$ cat src/rtl/uar_pkg.sv
/*
 address recognition package: register map, field positions, reset values, carriers.
 assumes an axi4-lite master on the same clock; registers are word aligned.
*/
package uar_pkg;
	localparam logic [3:0] ctrl_off   = 4'h0;
	localparam logic [3:0] addr_off   = 4'h4;
	localparam logic [3:0] mask_off   = 4'h8;
	localparam logic [3:0] stat_off   = 4'hc;
	localparam int         mode_lsb   = 0;
	localparam int         mpe_bit    = 2;
	localparam int         done_bit   = 0;
	localparam int         ovr_bit    = 1;
	localparam logic [7:0] addr_rst   = 8'h00;
	localparam logic [7:0] mask_rst   = 8'h00;
	localparam logic [2:0] ctrl_rst   = 3'h0;
	localparam logic [1:0] resp_okay  = 2'h0;
	localparam logic [1:0] resp_slverr = 2'h2;

	typedef enum logic [1:0] {uar_mode0, uar_mode1, uar_mode2, uar_mode3} uar_mode_e;

	typedef struct packed {
		logic [7:0] data;
		logic       ninth;
		logic       stop_ok;
	} uar_frame_s;
endpackage

$ cat src/rtl/uar_match.sv
/*
 address comparator: given and broadcast match of one received byte.
 assumes own address and mask are stable registers on the same clock.
*/
`timescale 1ns/10ps
`default_nettype none
module uar_match #(
	parameter int W = 8
) (
	input  wire logic [W-1:0] rx_byte,
	input  wire logic [W-1:0] own_addr,
	input  wire logic [W-1:0] mask,
	output logic              hit
);
	logic [W-1:0] given_ok;
	logic [W-1:0] bcast_ok;
	logic [W-1:0] bcast;

	assign bcast = own_addr | mask;

	for (genvar i = 0; i < W; i++) begin : g_bit
		assign given_ok[i] = ~mask[i] | (rx_byte[i] == own_addr[i]);
		assign bcast_ok[i] = ~bcast[i] | rx_byte[i];
	end

	// a mask of all ones turns the given address into the exact address
	assign hit = (&given_ok) | (&bcast_ok);
endmodule // uar_match
`default_nettype wire

$ cat src/rtl/uar_top.sv
/*
 receive-side address filter with axi4-lite registers and a level interrupt.
 assumes the serial receiver delivers one frame per valid pulse on aclk.
*/
`timescale 1ns/10ps
`default_nettype none
module uar_top (
	input  wire logic              aclk,
	input  wire logic              aresetn,
	input  wire logic              rx_valid,
	input  wire uar_pkg::uar_frame_s rx_frame,
	output logic                   frame_accept_q,
	output logic [7:0]             frame_data_q,
	output logic                   irq_q,
	input  wire logic [31:0]       s_axi_awaddr,
	input  wire logic              s_axi_awvalid,
	output logic                   s_axi_awready,
	input  wire logic [31:0]       s_axi_wdata,
	input  wire logic [3:0]        s_axi_wstrb,
	input  wire logic              s_axi_wvalid,
	output logic                   s_axi_wready,
	output logic [1:0]             s_axi_bresp,
	output logic                   s_axi_bvalid,
	input  wire logic              s_axi_bready,
	input  wire logic [31:0]       s_axi_araddr,
	input  wire logic              s_axi_arvalid,
	output logic                   s_axi_arready,
	output logic [31:0]            s_axi_rdata,
	output logic [1:0]             s_axi_rresp,
	output logic                   s_axi_rvalid,
	input  wire logic              s_axi_rready
);
	logic [2:0]  serial_control_reg_q;
	logic [7:0]  own_address_reg_q;
	logic [7:0]  address_mask_reg_q;
	logic [1:0]  status_q;
	logic [1:0]  irq_mask_q;
	logic [31:0] aw_addr_q;
	logic [31:0] w_data_q;
	logic [3:0]  w_strb_q;
	logic        aw_have_q;
	logic        w_have_q;
	logic        hit;
	logic        filter_on;
	logic        mode_zero;
	logic        addr_frame;
	logic        deliver;
	logic        wr_fire;
	logic [1:0]  clr_mask;
	logic [3:0]  wr_off;
	logic [3:0]  rd_off;
	logic        wr_bad;
	uar_pkg::uar_mode_e mode;

	assign mode = uar_pkg::uar_mode_e'(serial_control_reg_q[uar_pkg::mode_lsb +: 2]);
	assign mode_zero = (mode == uar_pkg::uar_mode0);
	// enable bit is simply disregarded in mode 0 rather than cleared
	assign filter_on = serial_control_reg_q[uar_pkg::mpe_bit] & ~mode_zero;
	// mode 1 has no ninth bit; the stop bit stands in for it
	assign addr_frame = (mode == uar_pkg::uar_mode1) ? rx_frame.stop_ok
	                                                  : rx_frame.ninth;

	uar_match #(
		.W(8)
	) u_match (
		.rx_byte  (rx_frame.data),
		.own_addr (own_address_reg_q),
		.mask     (address_mask_reg_q),
		.hit      (hit)
	);

	// data frames pass freely when filtering is off; addresses must match and qualify
	assign deliver = rx_valid & (~filter_on | (addr_frame & hit));

	always_ff @(posedge aclk) begin
		if (!aresetn) begin
			frame_accept_q <= 1'b0;
			frame_data_q   <= 8'h00;
		end else begin
			frame_accept_q <= deliver;
			if (deliver) begin
				frame_data_q <= rx_frame.data;
			end
		end
	end

	assign wr_fire = aw_have_q & w_have_q & ~s_axi_bvalid;
	assign wr_off  = aw_addr_q[3:0];
	assign rd_off  = s_axi_araddr[3:0];
	assign wr_bad  = (aw_addr_q[31:4] != 28'h0000000) || (wr_off[1:0] != 2'h0);
	assign clr_mask = (wr_fire && !wr_bad && wr_off == uar_pkg::stat_off && w_strb_q[0])
	                  ? w_data_q[1:0] : 2'h0;

	// sticky events: set wins over a write-one-to-clear in the same cycle
	always_ff @(posedge aclk) begin
		if (!aresetn) begin
			status_q <= 2'h0;
		end else begin
			status_q[uar_pkg::done_bit] <= deliver | (status_q[uar_pkg::done_bit]
			                               & ~clr_mask[uar_pkg::done_bit]);
			status_q[uar_pkg::ovr_bit]  <= (deliver & status_q[uar_pkg::done_bit])
			                               | (status_q[uar_pkg::ovr_bit] & ~clr_mask[uar_pkg::ovr_bit]);
		end
	end

	always_ff @(posedge aclk) begin
		if (!aresetn) begin
			irq_q <= 1'b0;
		end else begin
			irq_q <= |(status_q & irq_mask_q);
		end
	end

	always_ff @(posedge aclk) begin
		if (!aresetn) begin
			aw_have_q     <= 1'b0;
			w_have_q      <= 1'b0;
			aw_addr_q     <= 32'h00000000;
			w_data_q      <= 32'h00000000;
			w_strb_q      <= 4'h0;
			s_axi_awready <= 1'b1;
			s_axi_wready  <= 1'b1;
			s_axi_bvalid  <= 1'b0;
			s_axi_bresp   <= uar_pkg::resp_okay;
		end else begin
			if (s_axi_awvalid && s_axi_awready) begin
				aw_have_q     <= 1'b1;
				aw_addr_q     <= s_axi_awaddr;
				s_axi_awready <= 1'b0;
			end
			if (s_axi_wvalid && s_axi_wready) begin
				w_have_q     <= 1'b1;
				w_data_q     <= s_axi_wdata;
				w_strb_q     <= s_axi_wstrb;
				s_axi_wready <= 1'b0;
			end
			if (wr_fire) begin
				aw_have_q    <= 1'b0;
				w_have_q     <= 1'b0;
				s_axi_bvalid <= 1'b1;
				s_axi_bresp  <= wr_bad ? uar_pkg::resp_slverr : uar_pkg::resp_okay;
			end
			if (s_axi_bvalid && s_axi_bready) begin
				s_axi_bvalid  <= 1'b0;
				s_axi_awready <= 1'b1;
				s_axi_wready  <= 1'b1;
			end
		end
	end

	always_ff @(posedge aclk) begin
		if (!aresetn) begin
			serial_control_reg_q <= uar_pkg::ctrl_rst;
			own_address_reg_q    <= uar_pkg::addr_rst;
			address_mask_reg_q   <= uar_pkg::mask_rst;
			irq_mask_q           <= 2'h0;
		end else if (wr_fire && !wr_bad && w_strb_q[0]) begin
			case (wr_off)
				uar_pkg::ctrl_off: begin
					serial_control_reg_q <= w_data_q[2:0];
				end
				uar_pkg::addr_off: begin
					own_address_reg_q <= w_data_q[7:0];
				end
				uar_pkg::mask_off: begin
					address_mask_reg_q <= w_data_q[7:0];
				end
				uar_pkg::stat_off: begin
					irq_mask_q <= w_data_q[9:8];
				end
				default: begin
				end
			endcase
		end
	end

	always_ff @(posedge aclk) begin
		if (!aresetn) begin
			s_axi_arready <= 1'b1;
			s_axi_rvalid  <= 1'b0;
			s_axi_rdata   <= 32'h00000000;
			s_axi_rresp   <= uar_pkg::resp_okay;
		end else begin
			if (s_axi_arvalid && s_axi_arready) begin
				s_axi_arready <= 1'b0;
				s_axi_rvalid  <= 1'b1;
				s_axi_rresp   <= uar_pkg::resp_okay;
				if (s_axi_araddr[31:4] != 28'h0000000 || rd_off[1:0] != 2'h0) begin
					s_axi_rdata <= 32'h00000000;
					s_axi_rresp <= uar_pkg::resp_slverr;
				end else begin
					case (rd_off)
						uar_pkg::ctrl_off: s_axi_rdata <= {29'h0, serial_control_reg_q};
						uar_pkg::addr_off: s_axi_rdata <= {24'h0, own_address_reg_q};
						uar_pkg::mask_off: s_axi_rdata <= {24'h0, address_mask_reg_q};
						uar_pkg::stat_off: s_axi_rdata <= {22'h0, irq_mask_q, 6'h0, status_q};
						default:           s_axi_rdata <= 32'h00000000;
					endcase
				end
			end
			if (s_axi_rvalid && s_axi_rready) begin
				s_axi_rvalid  <= 1'b0;
				s_axi_arready <= 1'b1;
			end
		end
	end
endmodule // uar_top
`default_nettype wire
$ cat config.mk
export PLATFORM = sky130hd
export DESIGN_NAME = uar_top
export DESIGN_NICKNAME = d
export VERILOG_FILES = /design/src/rtl/uar_pkg.sv /design/src/rtl/uar_match.sv /design/src/rtl/uar_top.sv
export SDC_FILE = /design/constraint.sdc
export NUM_CORES = 1
export LEC_CHECK = 0
export BUFFER_PORTS_ARGS = -buffer_cell sky130_fd_sc_hd__buf_2
export CORE_MARGIN = 8
export CORE_UTILIZATION = 50
export DETAILED_ROUTE_END_ITERATION = 10
export GPL_ROUTABILITY_DRIVEN = 1
export GPL_TIMING_DRIVEN = 0
export PLACE_DENSITY = 0.82
export REMOVE_ABC_BUFFERS = 1
export SKIP_CTS_REPAIR_TIMING = 1
export SLEW_MARGIN = 20
export SYNTH_ARGS = -nofsm -noshare
export SYNTH_HDL_FRONTEND = slang
export SYNTH_HIERARCHICAL = 1
export SYNTH_SLANG_ARGS = --single-unit
$ cat constraint.sdc
create_clock -name aclk -period 5 [get_ports aclk]
set_clock_uncertainty 0.2 [all_clocks]
set_input_delay 1 -clock aclk [delete_from_list [all_inputs] [get_ports aclk]]
set_output_delay 1 -clock aclk [all_outputs]
set_load 0.005 [all_outputs]
Word-level counts from Yosys, hierarchy flattened
Cells that the tools add are included.
{ "word_totals": {"output_inout_bits": 51, "in_bits": 118, "wordCells": 123, "regBits": 119} }
{ "classes": {"mux": 6, "reduce_logical": 29, "n_eq_ne": 15, "bitwise_logic": 52} }
{ "op_table": {"columns": ["op", "n"], "rows": [
  ["$reduce_bool 28->1", 2],
  ["$pmux 10 s4", 1],
  ["$not 1->1", 22],
  ["$or 1x1->1", 20],
  ["$eq 4x4->1 const B", 4],
  ["$reduce_and 8->1", 2],
  ["$mux 10", 1],
  ["$logic_and 1x1->1", 9],
  ["$and 1x1->1", 8],
  ["$eq 1x1->1", 8],
  ["$eq 4x3->1 const B", 2],
  ["$logic_not 4->1", 2],
  ["$or 8x8->8", 1],
  ["$reduce_and 2->1", 4],
  ["$reduce_or 2->1", 4],
  ["$mux 2", 3],
  ["$reduce_bool 2->1", 2],
  ["$and 2x2->2", 1],
  ["$eq 2x1->1 const B", 1],
  ["$logic_not 2->1", 1],
  ["$logic_or 1x1->1", 2],
  ["$logic_not 1->1", 1],
  ["$mux 1", 1]
]} }

Logic depth before layout (Yosys ltp)
Gate-level depths: netlist of run 1.
{ "logic_depth": {"word_depth": 10, "mapped_depth": 10, "ltp_nobuf": 9} }

Cells and area by module
The synthesis of run 1 kept the hierarchy.
{ "modules_own_cells": {"columns": ["module", "n_inst", "area_each_um2", "cells_each", "seq_area_each_um2"], "rows": [
  ["uar_top", 1, 4021.4, 464, 1901.8],
  ["uar_match", 1, 185.2, 26, 0.0]
]} }

Least setup slack after synthesis of run 1
OpenSTA, ideal clock, no wires.
{ "synth_timing": {"kind": "input-to-reg", "from": "input port rx_frame[8] (netlist name)", "to": "register frame_data_q[1]", "t_arrival_ns": 2.597, "required_ns": 4.684, "n_path_buf": 1, "stages": 10, "setup_time_ns": 0.116, "slack_ns": 2.087, "cell_sequence": "xor2_1 -> a22oi_1 -> nand4_1 -> o31ai_2 -> and2_1 -> o21ai_0 -> nor2_1 -> clkbuf_1 -> mux2i_1 -> nor2b_1"} }
{ "synth_between": {"elab_chain_len": 7, "elab_cells_between_ends": 9, "cone_classes": "eq/ne: 1; bitwise: 6; reduce/logical: 2"} }
{ "synth_rtl": {"columns": ["element", "line", "rtl"], "rows": [
  ["from (decl)", "uar_top.sv:11", "input wire uar_pkg::uar_frame_s rx_frame,"],
  ["$eq 1x1->1", "uar_match.sv:22", "assign given_ok[i] = ~mask[i] | (rx_byte[i] == own_addr[i]);"],
  ["$or 1x1->1", "uar_match.sv:22", null],
  ["$reduce_and 8->1", "uar_match.sv:27", "assign hit = (&given_ok) | (&bcast_ok);"],
  ["$or 1x1->1 *", "uar_match.sv:27", null],
  ["net hit", "uar_top.sv:43", "logic hit;"],
  ["$and 1x1->1 *", "uar_top.sv:73", "assign deliver = rx_valid & (~filter_on | (addr_frame & hit));"],
  ["$or 1x1->1 *", "uar_top.sv:73", null],
  ["$and 1x1->1 *", "uar_top.sv:73", null],
  ["to (signal assigned)", "uar_top.sv:82", "frame_data_q <= rx_frame.data;"],
  ["to (decl)", "uar_top.sv:13", "output logic [7:0] frame_data_q,"]
]} }
Mark *: on every way through the listed nets, which the timed path passes. The rest lies on a longest branch.
A chain may end at the register's enable or synchronous reset.

Worst setup path after layout of run 1
{ "layout_timing": {"from": "input port rx_frame[8] (netlist name)", "to": "register status_q[0]"} }
{ "layout_between": {"elab_chain_len": 8, "elab_cells_between_ends": 10, "cone_classes": "eq/ne: 1; bitwise: 7; reduce/logical: 2"} }
{ "layout_rtl": {"columns": ["element", "line", "rtl"], "rows": [
  ["$eq 1x1->1", "uar_match.sv:22", null],
  ["$or 1x1->1", "uar_match.sv:22", null],
  ["$reduce_and 8->1", "uar_match.sv:27", null],
  ["$or 1x1->1 *", "uar_match.sv:27", null],
  ["net hit", "uar_top.sv:43", null],
  ["$and 1x1->1 *", "uar_top.sv:73", null],
  ["$or 1x1->1 *", "uar_top.sv:73", null],
  ["$and 1x1->1 *", "uar_top.sv:73", null],
  ["$or 1x1->1 *", "uar_top.sv:99", "status_q[uar_pkg::done_bit] <= deliver | (status_q[uar_pkg::done_bit]"],
  ["to (signal, indexed assignment)", "uar_top.sv:99", null],
  ["to (signal, indexed assignment)", "uar_top.sv:101", "status_q[uar_pkg::ovr_bit] <= (deliver & status_q[uar_pkg::done_bit])"],
  ["to (decl)", "uar_top.sv:36", "logic [1:0] status_q;"]
]} }
Marks and branches as above.

==> results of run 1 <==
==> power breakdown <==
| part | total, mW | leakage [nW] | internal [mW] | switching, mW |
|---|---|---|---|---|
| Combinational | 0.152 | 1.20 | 0.0681 | 0.0839 |
| Clock | 0.494 | 0.0944 | 0.242 | 0.252 |
| Sequential | 0.804 | 0.776 | 0.787 | 0.0172 |
==> cell usage in the layout (no fill, tap or decap), drive strengths merged, types with 3 or more instances in the layout <==
cell / count
conb: 24
buf: 120
nand2b: 3
dfxtp: 95
nor3: 4
o21ai: 16
nor2b: 11
nand2: 139
and2: 15
a22oi: 10
clkbuf: 10
nor4: 15
nand3: 6
a21boi: 45
nor2: 19
mux2i: 31
xor2: 8
inv: 5
==> state kept, by name, indices dropped and copies added (netlist names), 2 cells and up <==
signal,cells
address_mask_reg_q,8
aw_addr_q,32
frame_data_q,8
irq_mask_q,2
own_address_reg_q,8
s_axi_rdata,10
serial_control_reg_q,3
status_q,2
w_data_q,10
==> critical path, delay by kind of cell <==
| kind | cells | cell delay (ps) |
|---|---|---|
| xor+xnor | 1 | 140 |
| simple gates | 3 | 930 |
| compound gates | 5 | 820 |
| buf+inv | 1 | 120 |
==> per-stage QoR <==
stage,total power [mW],cell area (um^2)
after floorplan,0.8941,4026
after global placement,0.9672,4753
after detailed placement,0.9730,4756
after CTS,1.466,4952
after global routing,1.523,4966
final,1.450,4966
==> kinds of logic (layout without fill, tap and decap cells) <==
family / Yosys count / in the layout / synth area share, %
compound gates: 80 / 80 / 13.47
xor+xnor: 8 / 8 / 1.666
buf+inv: 52 / 140 / 6.782
other cells: 1 / 24 / 0.08915
flops: 95 / 95 / 45.21
mux: 33 / 33 / 8.447
simple gates: 221 / 221 / 24.33
==> cell type report <==
class	count	area share [%]
clock inverter	5	1.184
inverter	5	0.3779
multi-input combinational	366	42.45
tap	105	2.646
clock buffer	10	2.771
timing repair buffer	120	12.27
sequential	95	38.30
==> per-layer routing <==
metal	vias to the layer above	wire length, um
li1	1811	-
met1	1638	4113
met2	131	4501
met3	13	981
met4	2	128
met5	-	15
==> final timing paths <==
kind	cells past startpoint	endpoint	slack (ps)
hold reg to reg	2	w_data_q[5]	270
hold / removal	2	w_data_q[5]	270
setup / recovery	10	status_q[0]	2080
setup reg to reg	9	status_q[0]	2430
==> metrics, run 1 <==
status finished clean; Synth Register Bits 95; 1st-iter DRT viols 99; gr busiest metal met2; H-tree depth 3; Slew @ Worst Pin 965.0 ps; final hold vios 0; Synth Instances 490; Die H 107.7 um; All-Layer GR Usage 16.72%; Critical Path RT 5080 ps; Min Clock Period, post-route 2923 ps; I/O pin count 169; Max VDD drop 0.0001761 V; DRT Pass-1 Iters 4; final period utilization 58.46%; fin cells 706; first-pass GRT wire length 15.89 mm; GR Util met2 28.68%; Setup TNS Final 0 ps; die area 0.01160 mm^2; CP startpoint rx_frame[8]; Max FO, Critical Path 12; pin count of the biggest net entering global routing 104; Synth cell types 37; Syn Area/Cell 8.585 um^2; n_diodes 0; area of the multi-input gates 0.002108 mm^2; placed cells 690; worst path cell trace buf_2 -> xor2_1 -> a22oi_1 -> nand4_1 -> o31ai_2 -> and2_1 -> o21ai_0 -> nor2_2 -> o21ai_0 -> a31oi_1; met1 GRT Util 18.77%; Reg clk slew, reported paths 80 ps; Core Rows 33; initial antenna violation count 1; via count 3595; Synth Warn # 6; Hold Path Class reg2reg; WL per Instance 13.80 um; register area 0.001902 mm^2; share of the synthesized area in the top cell type 45.21%; DRT antenna net count 0; Synth area leader dfxtp_1; most frequent cell after synthesis nand2_1; relative slew slack 35.51%; total CTS buffers 9; number of synthesized flops with an enable pin 0; post-layout util 60.74%; Area contributors post-synth dfxtp_1, nand2_1, a21boi_0; MaxCap Viol Count 0; CP arrival 3000 ps; RePlAce Congestion 0.8985; RSZ-0062 raised after global routing false; layout cells sized above 1 23.96%; Hold Startpoint w_data_q[5]; # DRC 0; Top FF cell, synth dfxtp_1; FFs w/ async S/R, synth 0%; CTS Buffer Depth 2; total core area 0.008175 mm^2; via/cell ratio 5.092; most used cell, CP o21ai_0; Initial Utilization 51.45%; f_max 342.1 MHz; Pins Over Slew Limit 0; dpl hpwl 7.458 mm; Netlist Area Pre-Place 0.004207 mm^2; later-pin clock latency in the skew report 360 ps; top cells by count, synth nand2_1, dfxtp_1, a21boi_0; filler cell count 742; chip width 107.7 um; IO Port Bufs 119; crit path kind in2reg; CP Launch Type primary input; Crit. End Element register; final wirelength 9.741 mm; Setup-failing EPs final 0; critical path's slowest cell nor2_2; Final #Nets 715; synthesis-to-layout area growth 18.05%; CTS root buf clkbuf_8; largest stage delay on the critical path 600 ps; r2r startpoint own_address_reg_q[6]; number of global-route vias before repair 3610; Hold Worst Slack 268.9 ps; min setup slack post-route 2077 ps; M3 GR Usage 5.689%; CTS tree yes; Clock Sinks 95; post-place setup slack 1432 ps; P per Cell Area 292.0 mW/mm^2; grt total ovfl 0; sequential area share after synthesis 45.21%; P_leak 2.072 nW
(Power assumes the default switching activity.)
==> run 2, diff against run 1 <==
--- a/config.mk
+++ b/config.mk
@@ -7,11 +7,11 @@
 export LEC_CHECK = 0
 export BUFFER_PORTS_ARGS = -buffer_cell sky130_fd_sc_hd__buf_2
 export CORE_MARGIN = 8
-export CORE_UTILIZATION = 50
+export CORE_UTILIZATION = 44
 export DETAILED_ROUTE_END_ITERATION = 10
 export GPL_ROUTABILITY_DRIVEN = 1
 export GPL_TIMING_DRIVEN = 0
-export PLACE_DENSITY = 0.82
+export PLACE_DENSITY = 0.77
 export REMOVE_ABC_BUFFERS = 1
 export SKIP_CTS_REPAIR_TIMING = 1
 export SLEW_MARGIN = 20
==> constraint.sdc (replaced) <==
create_clock -name aclk -period 2.5 [get_ports aclk]
set_clock_uncertainty 0.2 [all_clocks]
set_input_delay 0.5 -clock aclk [delete_from_list [all_inputs] [get_ports aclk]]
set_output_delay 0.5 -clock aclk [all_outputs]
set_load 0.005 [all_outputs]
==> run 2 against run 1 <==
  * Utilization decreased by 6.1 points
  * Global-route usage down 1.1 points
  * Sequential share of layout area fell by 0.66 points
  * Hold slack got worse by 120 ps
  * Design area grew 1.8%
  * Non-clock buffer count unchanged
  * Cell count rose by 3.4%
  * Largest power group unchanged
  * Highest routed layer unchanged
==> metrics, run 2 (synthesis results as in run 1) <==
Min-Delay Endpoint s_axi_awready; Switching Power 736.0 uW (+110%); total core area 0.009240 mm^2 (+13%); DP Area 0.004786 mm^2 (+0.63%); cell internal pwr 2.377 mW (+120%); number of global-route vias before repair 3664 (+1.5%); initial antenna violation count 1 (unchanged); P_leak 2.100 nW (+1.4%); DRT Pass-1 Iters 4 (unchanged); Final #Nets 715 (unchanged); chip width 113.8 um (+5.6%); CP Launch Type register; fin cells 730 (+3.4%); filler cell count 851 (+15%); Max FO, Critical Path 12 (unchanged); Clock Sinks 95 (unchanged); reg-to-reg slack, setup 170 ps (-2260 ps); layout cells sized above 1 24.13% (+0.17 points); f_max 429.9 MHz; synthesis-to-layout area growth 20.14%; IO Port Bufs 119 (unchanged); critical path depth in cells 10 (unchanged); Critical Path RT 2550 ps (-2530 ps); Combinational Power Share 9.8% (-0.7 points); min setup slack post-route 173.8 ps (-1903 ps); Largest register FFs 32 (unchanged); Clock power frac 38.5% (+4.4 points); Min Clock Period, post-route 2326 ps; MaxCap Viol Count 0 (unchanged); Top reg by flops aw_addr_q; H-tree depth 3 (unchanged); P per Cell Area 616.1 mW/mm^2 (+110%); WL per Instance 13.99 um (+1.4%); Slew @ Worst Pin 988.3 ps (+23.35 ps); Reg2Reg Capture Point frame_data_q[1]; Power, Total 3.113 mW (+110%); crit path kind reg2reg; via count 3605 (+0.28%); Core Rows 35 (+6.1%); RSZ-0062 raised after global routing false; Design Area, Final 0.005054 mm^2 (+1.8%); status finished clean; # DRC 0 (unchanged); Hold Crit Depth 2 (unchanged); I/O pin count 169 (unchanged); highest-count cells in the layout ignoring fill and taps nand2_1, buf_2, dfxtp_1; Hold Startpoint s_axi_awvalid; Setup-failing EPs final 0 (unchanged); CTS Buffer Depth 2 (unchanged); total CTS buffers 9 (unchanged); Net Sw Frac 23.64% (-0.72 points); dpl hpwl 7.760 mm (+4.1%); Initial Utilization 45.52% (-5.9 points); post-place setup slack -582.6 ps (-2014 ps); R2R depth 10 (+1); RePlAce Congestion 0.8990 (about the same); critical path's slowest cell dfxtp_1; placed cells 714 (+3.5%); grt total ovfl 0 (unchanged); Buf/Inv on CP 1 (unchanged); final wirelength 10.21 mm (+4.8%); final period utilization 93.05%; CTS root buf clkbuf_8; sequential power share 51.7% (-3.7 points); largest stage delay on the critical path 360 ps (-240 ps); n_diodes 0 (unchanged); Pins Over Slew Limit 0 (unchanged); Hold Path Class in2reg; Die H 113.8 um (+5.6%); first-pass GRT wire length 16.64 mm (+4.7%); Reg clk slew, reported paths 90 ps (about the same); Crit. End Element register; most common cell after layout, fill and taps aside nand2_1; CTS tree yes; Max VDD drop 0.0004592 V (+160%); via/cell ratio 4.938 (-3.0%); relative slew slack 33.95% (-1.6 points); final hold vios 0 (unchanged); 1st-iter DRT viols 174 (+76%); Top Family by Delay on Critical Path compound AO/OA/AOI/OAI gates; die area 0.01294 mm^2 (+12%); CP arrival 2380 ps (-620 ps); pin count of the biggest net entering global routing 104 (unchanged); biggest regs aw_addr_q x32, s_axi_rdata x10, w_data_q x10; r2r startpoint own_address_reg_q[6]; DRT antenna net count 0 (unchanged); All-Layer GR Usage 15.63% (-1.1 points); later-pin clock latency in the skew report 350 ps (about the same); post-layout util 54.69% (-6.1 points); worst path cell trace nor2_1 -> o22a_1 -> o221ai_2 -> o31ai_2 -> and2_1 -> o21ai_0 -> nor2_4 -> buf_12 -> mux2i_1 -> nor2b_1
run 2: cell types whose count changed in the layout (fill, tap and decap cells not counted):
| cell | previous run | this run |
|---|---|---|
| clkinv_4 | 1 | 0 |
| and2_1 | 15 | 14 |
| bufinv_16 | 1 | 3 |
| buf_12 | 0 | 1 |
| clkinvlp_4 | 2 | 1 |
| nor2_4 | 0 | 1 |
| buf_6 | 1 | 0 |
| inv_6 | 0 | 2 |
| clkinv_2 | 1 | 0 |
| clkbuf_8 | 10 | 9 |
| and2_2 | 0 | 1 |
| nor2_2 | 1 | 0 |
run 2: worst reg2reg max path: cells and delay by family (launching register included):
| kind | cells | cell delay, ps |
|---|---|---|
| AOI/OAI and AO/OA | 4 | 790 |
| DFF | 1 | 360 |
| muxes | 1 | 200 |
| buffers and inverters | 1 | 150 |
| and+or+nand+nor | 4 | 520 |
run 2: stage by stage:
| step | hold WS [ps] | setup TNS (ps) |
|---|---|---|
| finish | 145.6 | 0 |
| global route | 164.0 | 0 |
| CTS | 138.3 | -4868 |
| detailed placement | 259.1 | -5943 |
| global placement | 249.9 | -4843 |
| floorplan | 235.8 | 0 |
run 2: layout make-up:
type / instances / area, um^2 / share of cell area (%)
clock inverters: 6 / 115.1 / 2.278
flip-flops and latches: 95 / 1902 / 37.63
inverters: 5 / 18.77 / 0.3714
well taps: 129 / 161.4 / 3.194
clock buffers: 9 / 123.9 / 2.451
repair buffers: 120 / 618.1 / 12.23
multi-input cells: 366 / 2115 / 41.84
run 2: worst max path at each step:
stage                    startpoint               to
3_3_place_gp            rx_frame[4]  frame_data_q[1]
3_5_place_dp            rx_frame[4]  frame_data_q[1]
2_1_floorplan           rx_frame[8]  frame_data_q[0]
6_report       own_address_reg_q[6]  frame_data_q[1]
4_1_cts        own_address_reg_q[6]  frame_data_q[1]
5_1_grt        own_address_reg_q[6]  frame_data_q[1]
run 2: metal layers:
layer / GRT usage (%) / share of wire (%) / vias up
met1: 18.08 / 43 / 1629
li1: - / - / 1818
met5: 0 / 0.12 / -
met3: 5.124 / 9.4 / 15
met2: 26.15 / 46 / 141
met4: 6.122 / 1.6 / 2
run 2: power groups by stage:
stage | sequential [mW] | clock [mW] | combinational, mW
floorplan | 1.64 | 0 | 0.150
global placement | 1.64 | 0 | 0.297
detailed placement | 1.64 | 0 | 0.305
CTS | 1.61 | 1.22 | 0.306
global route | 1.62 | 1.29 | 0.350
finish | 1.61 | 1.20 | 0.306
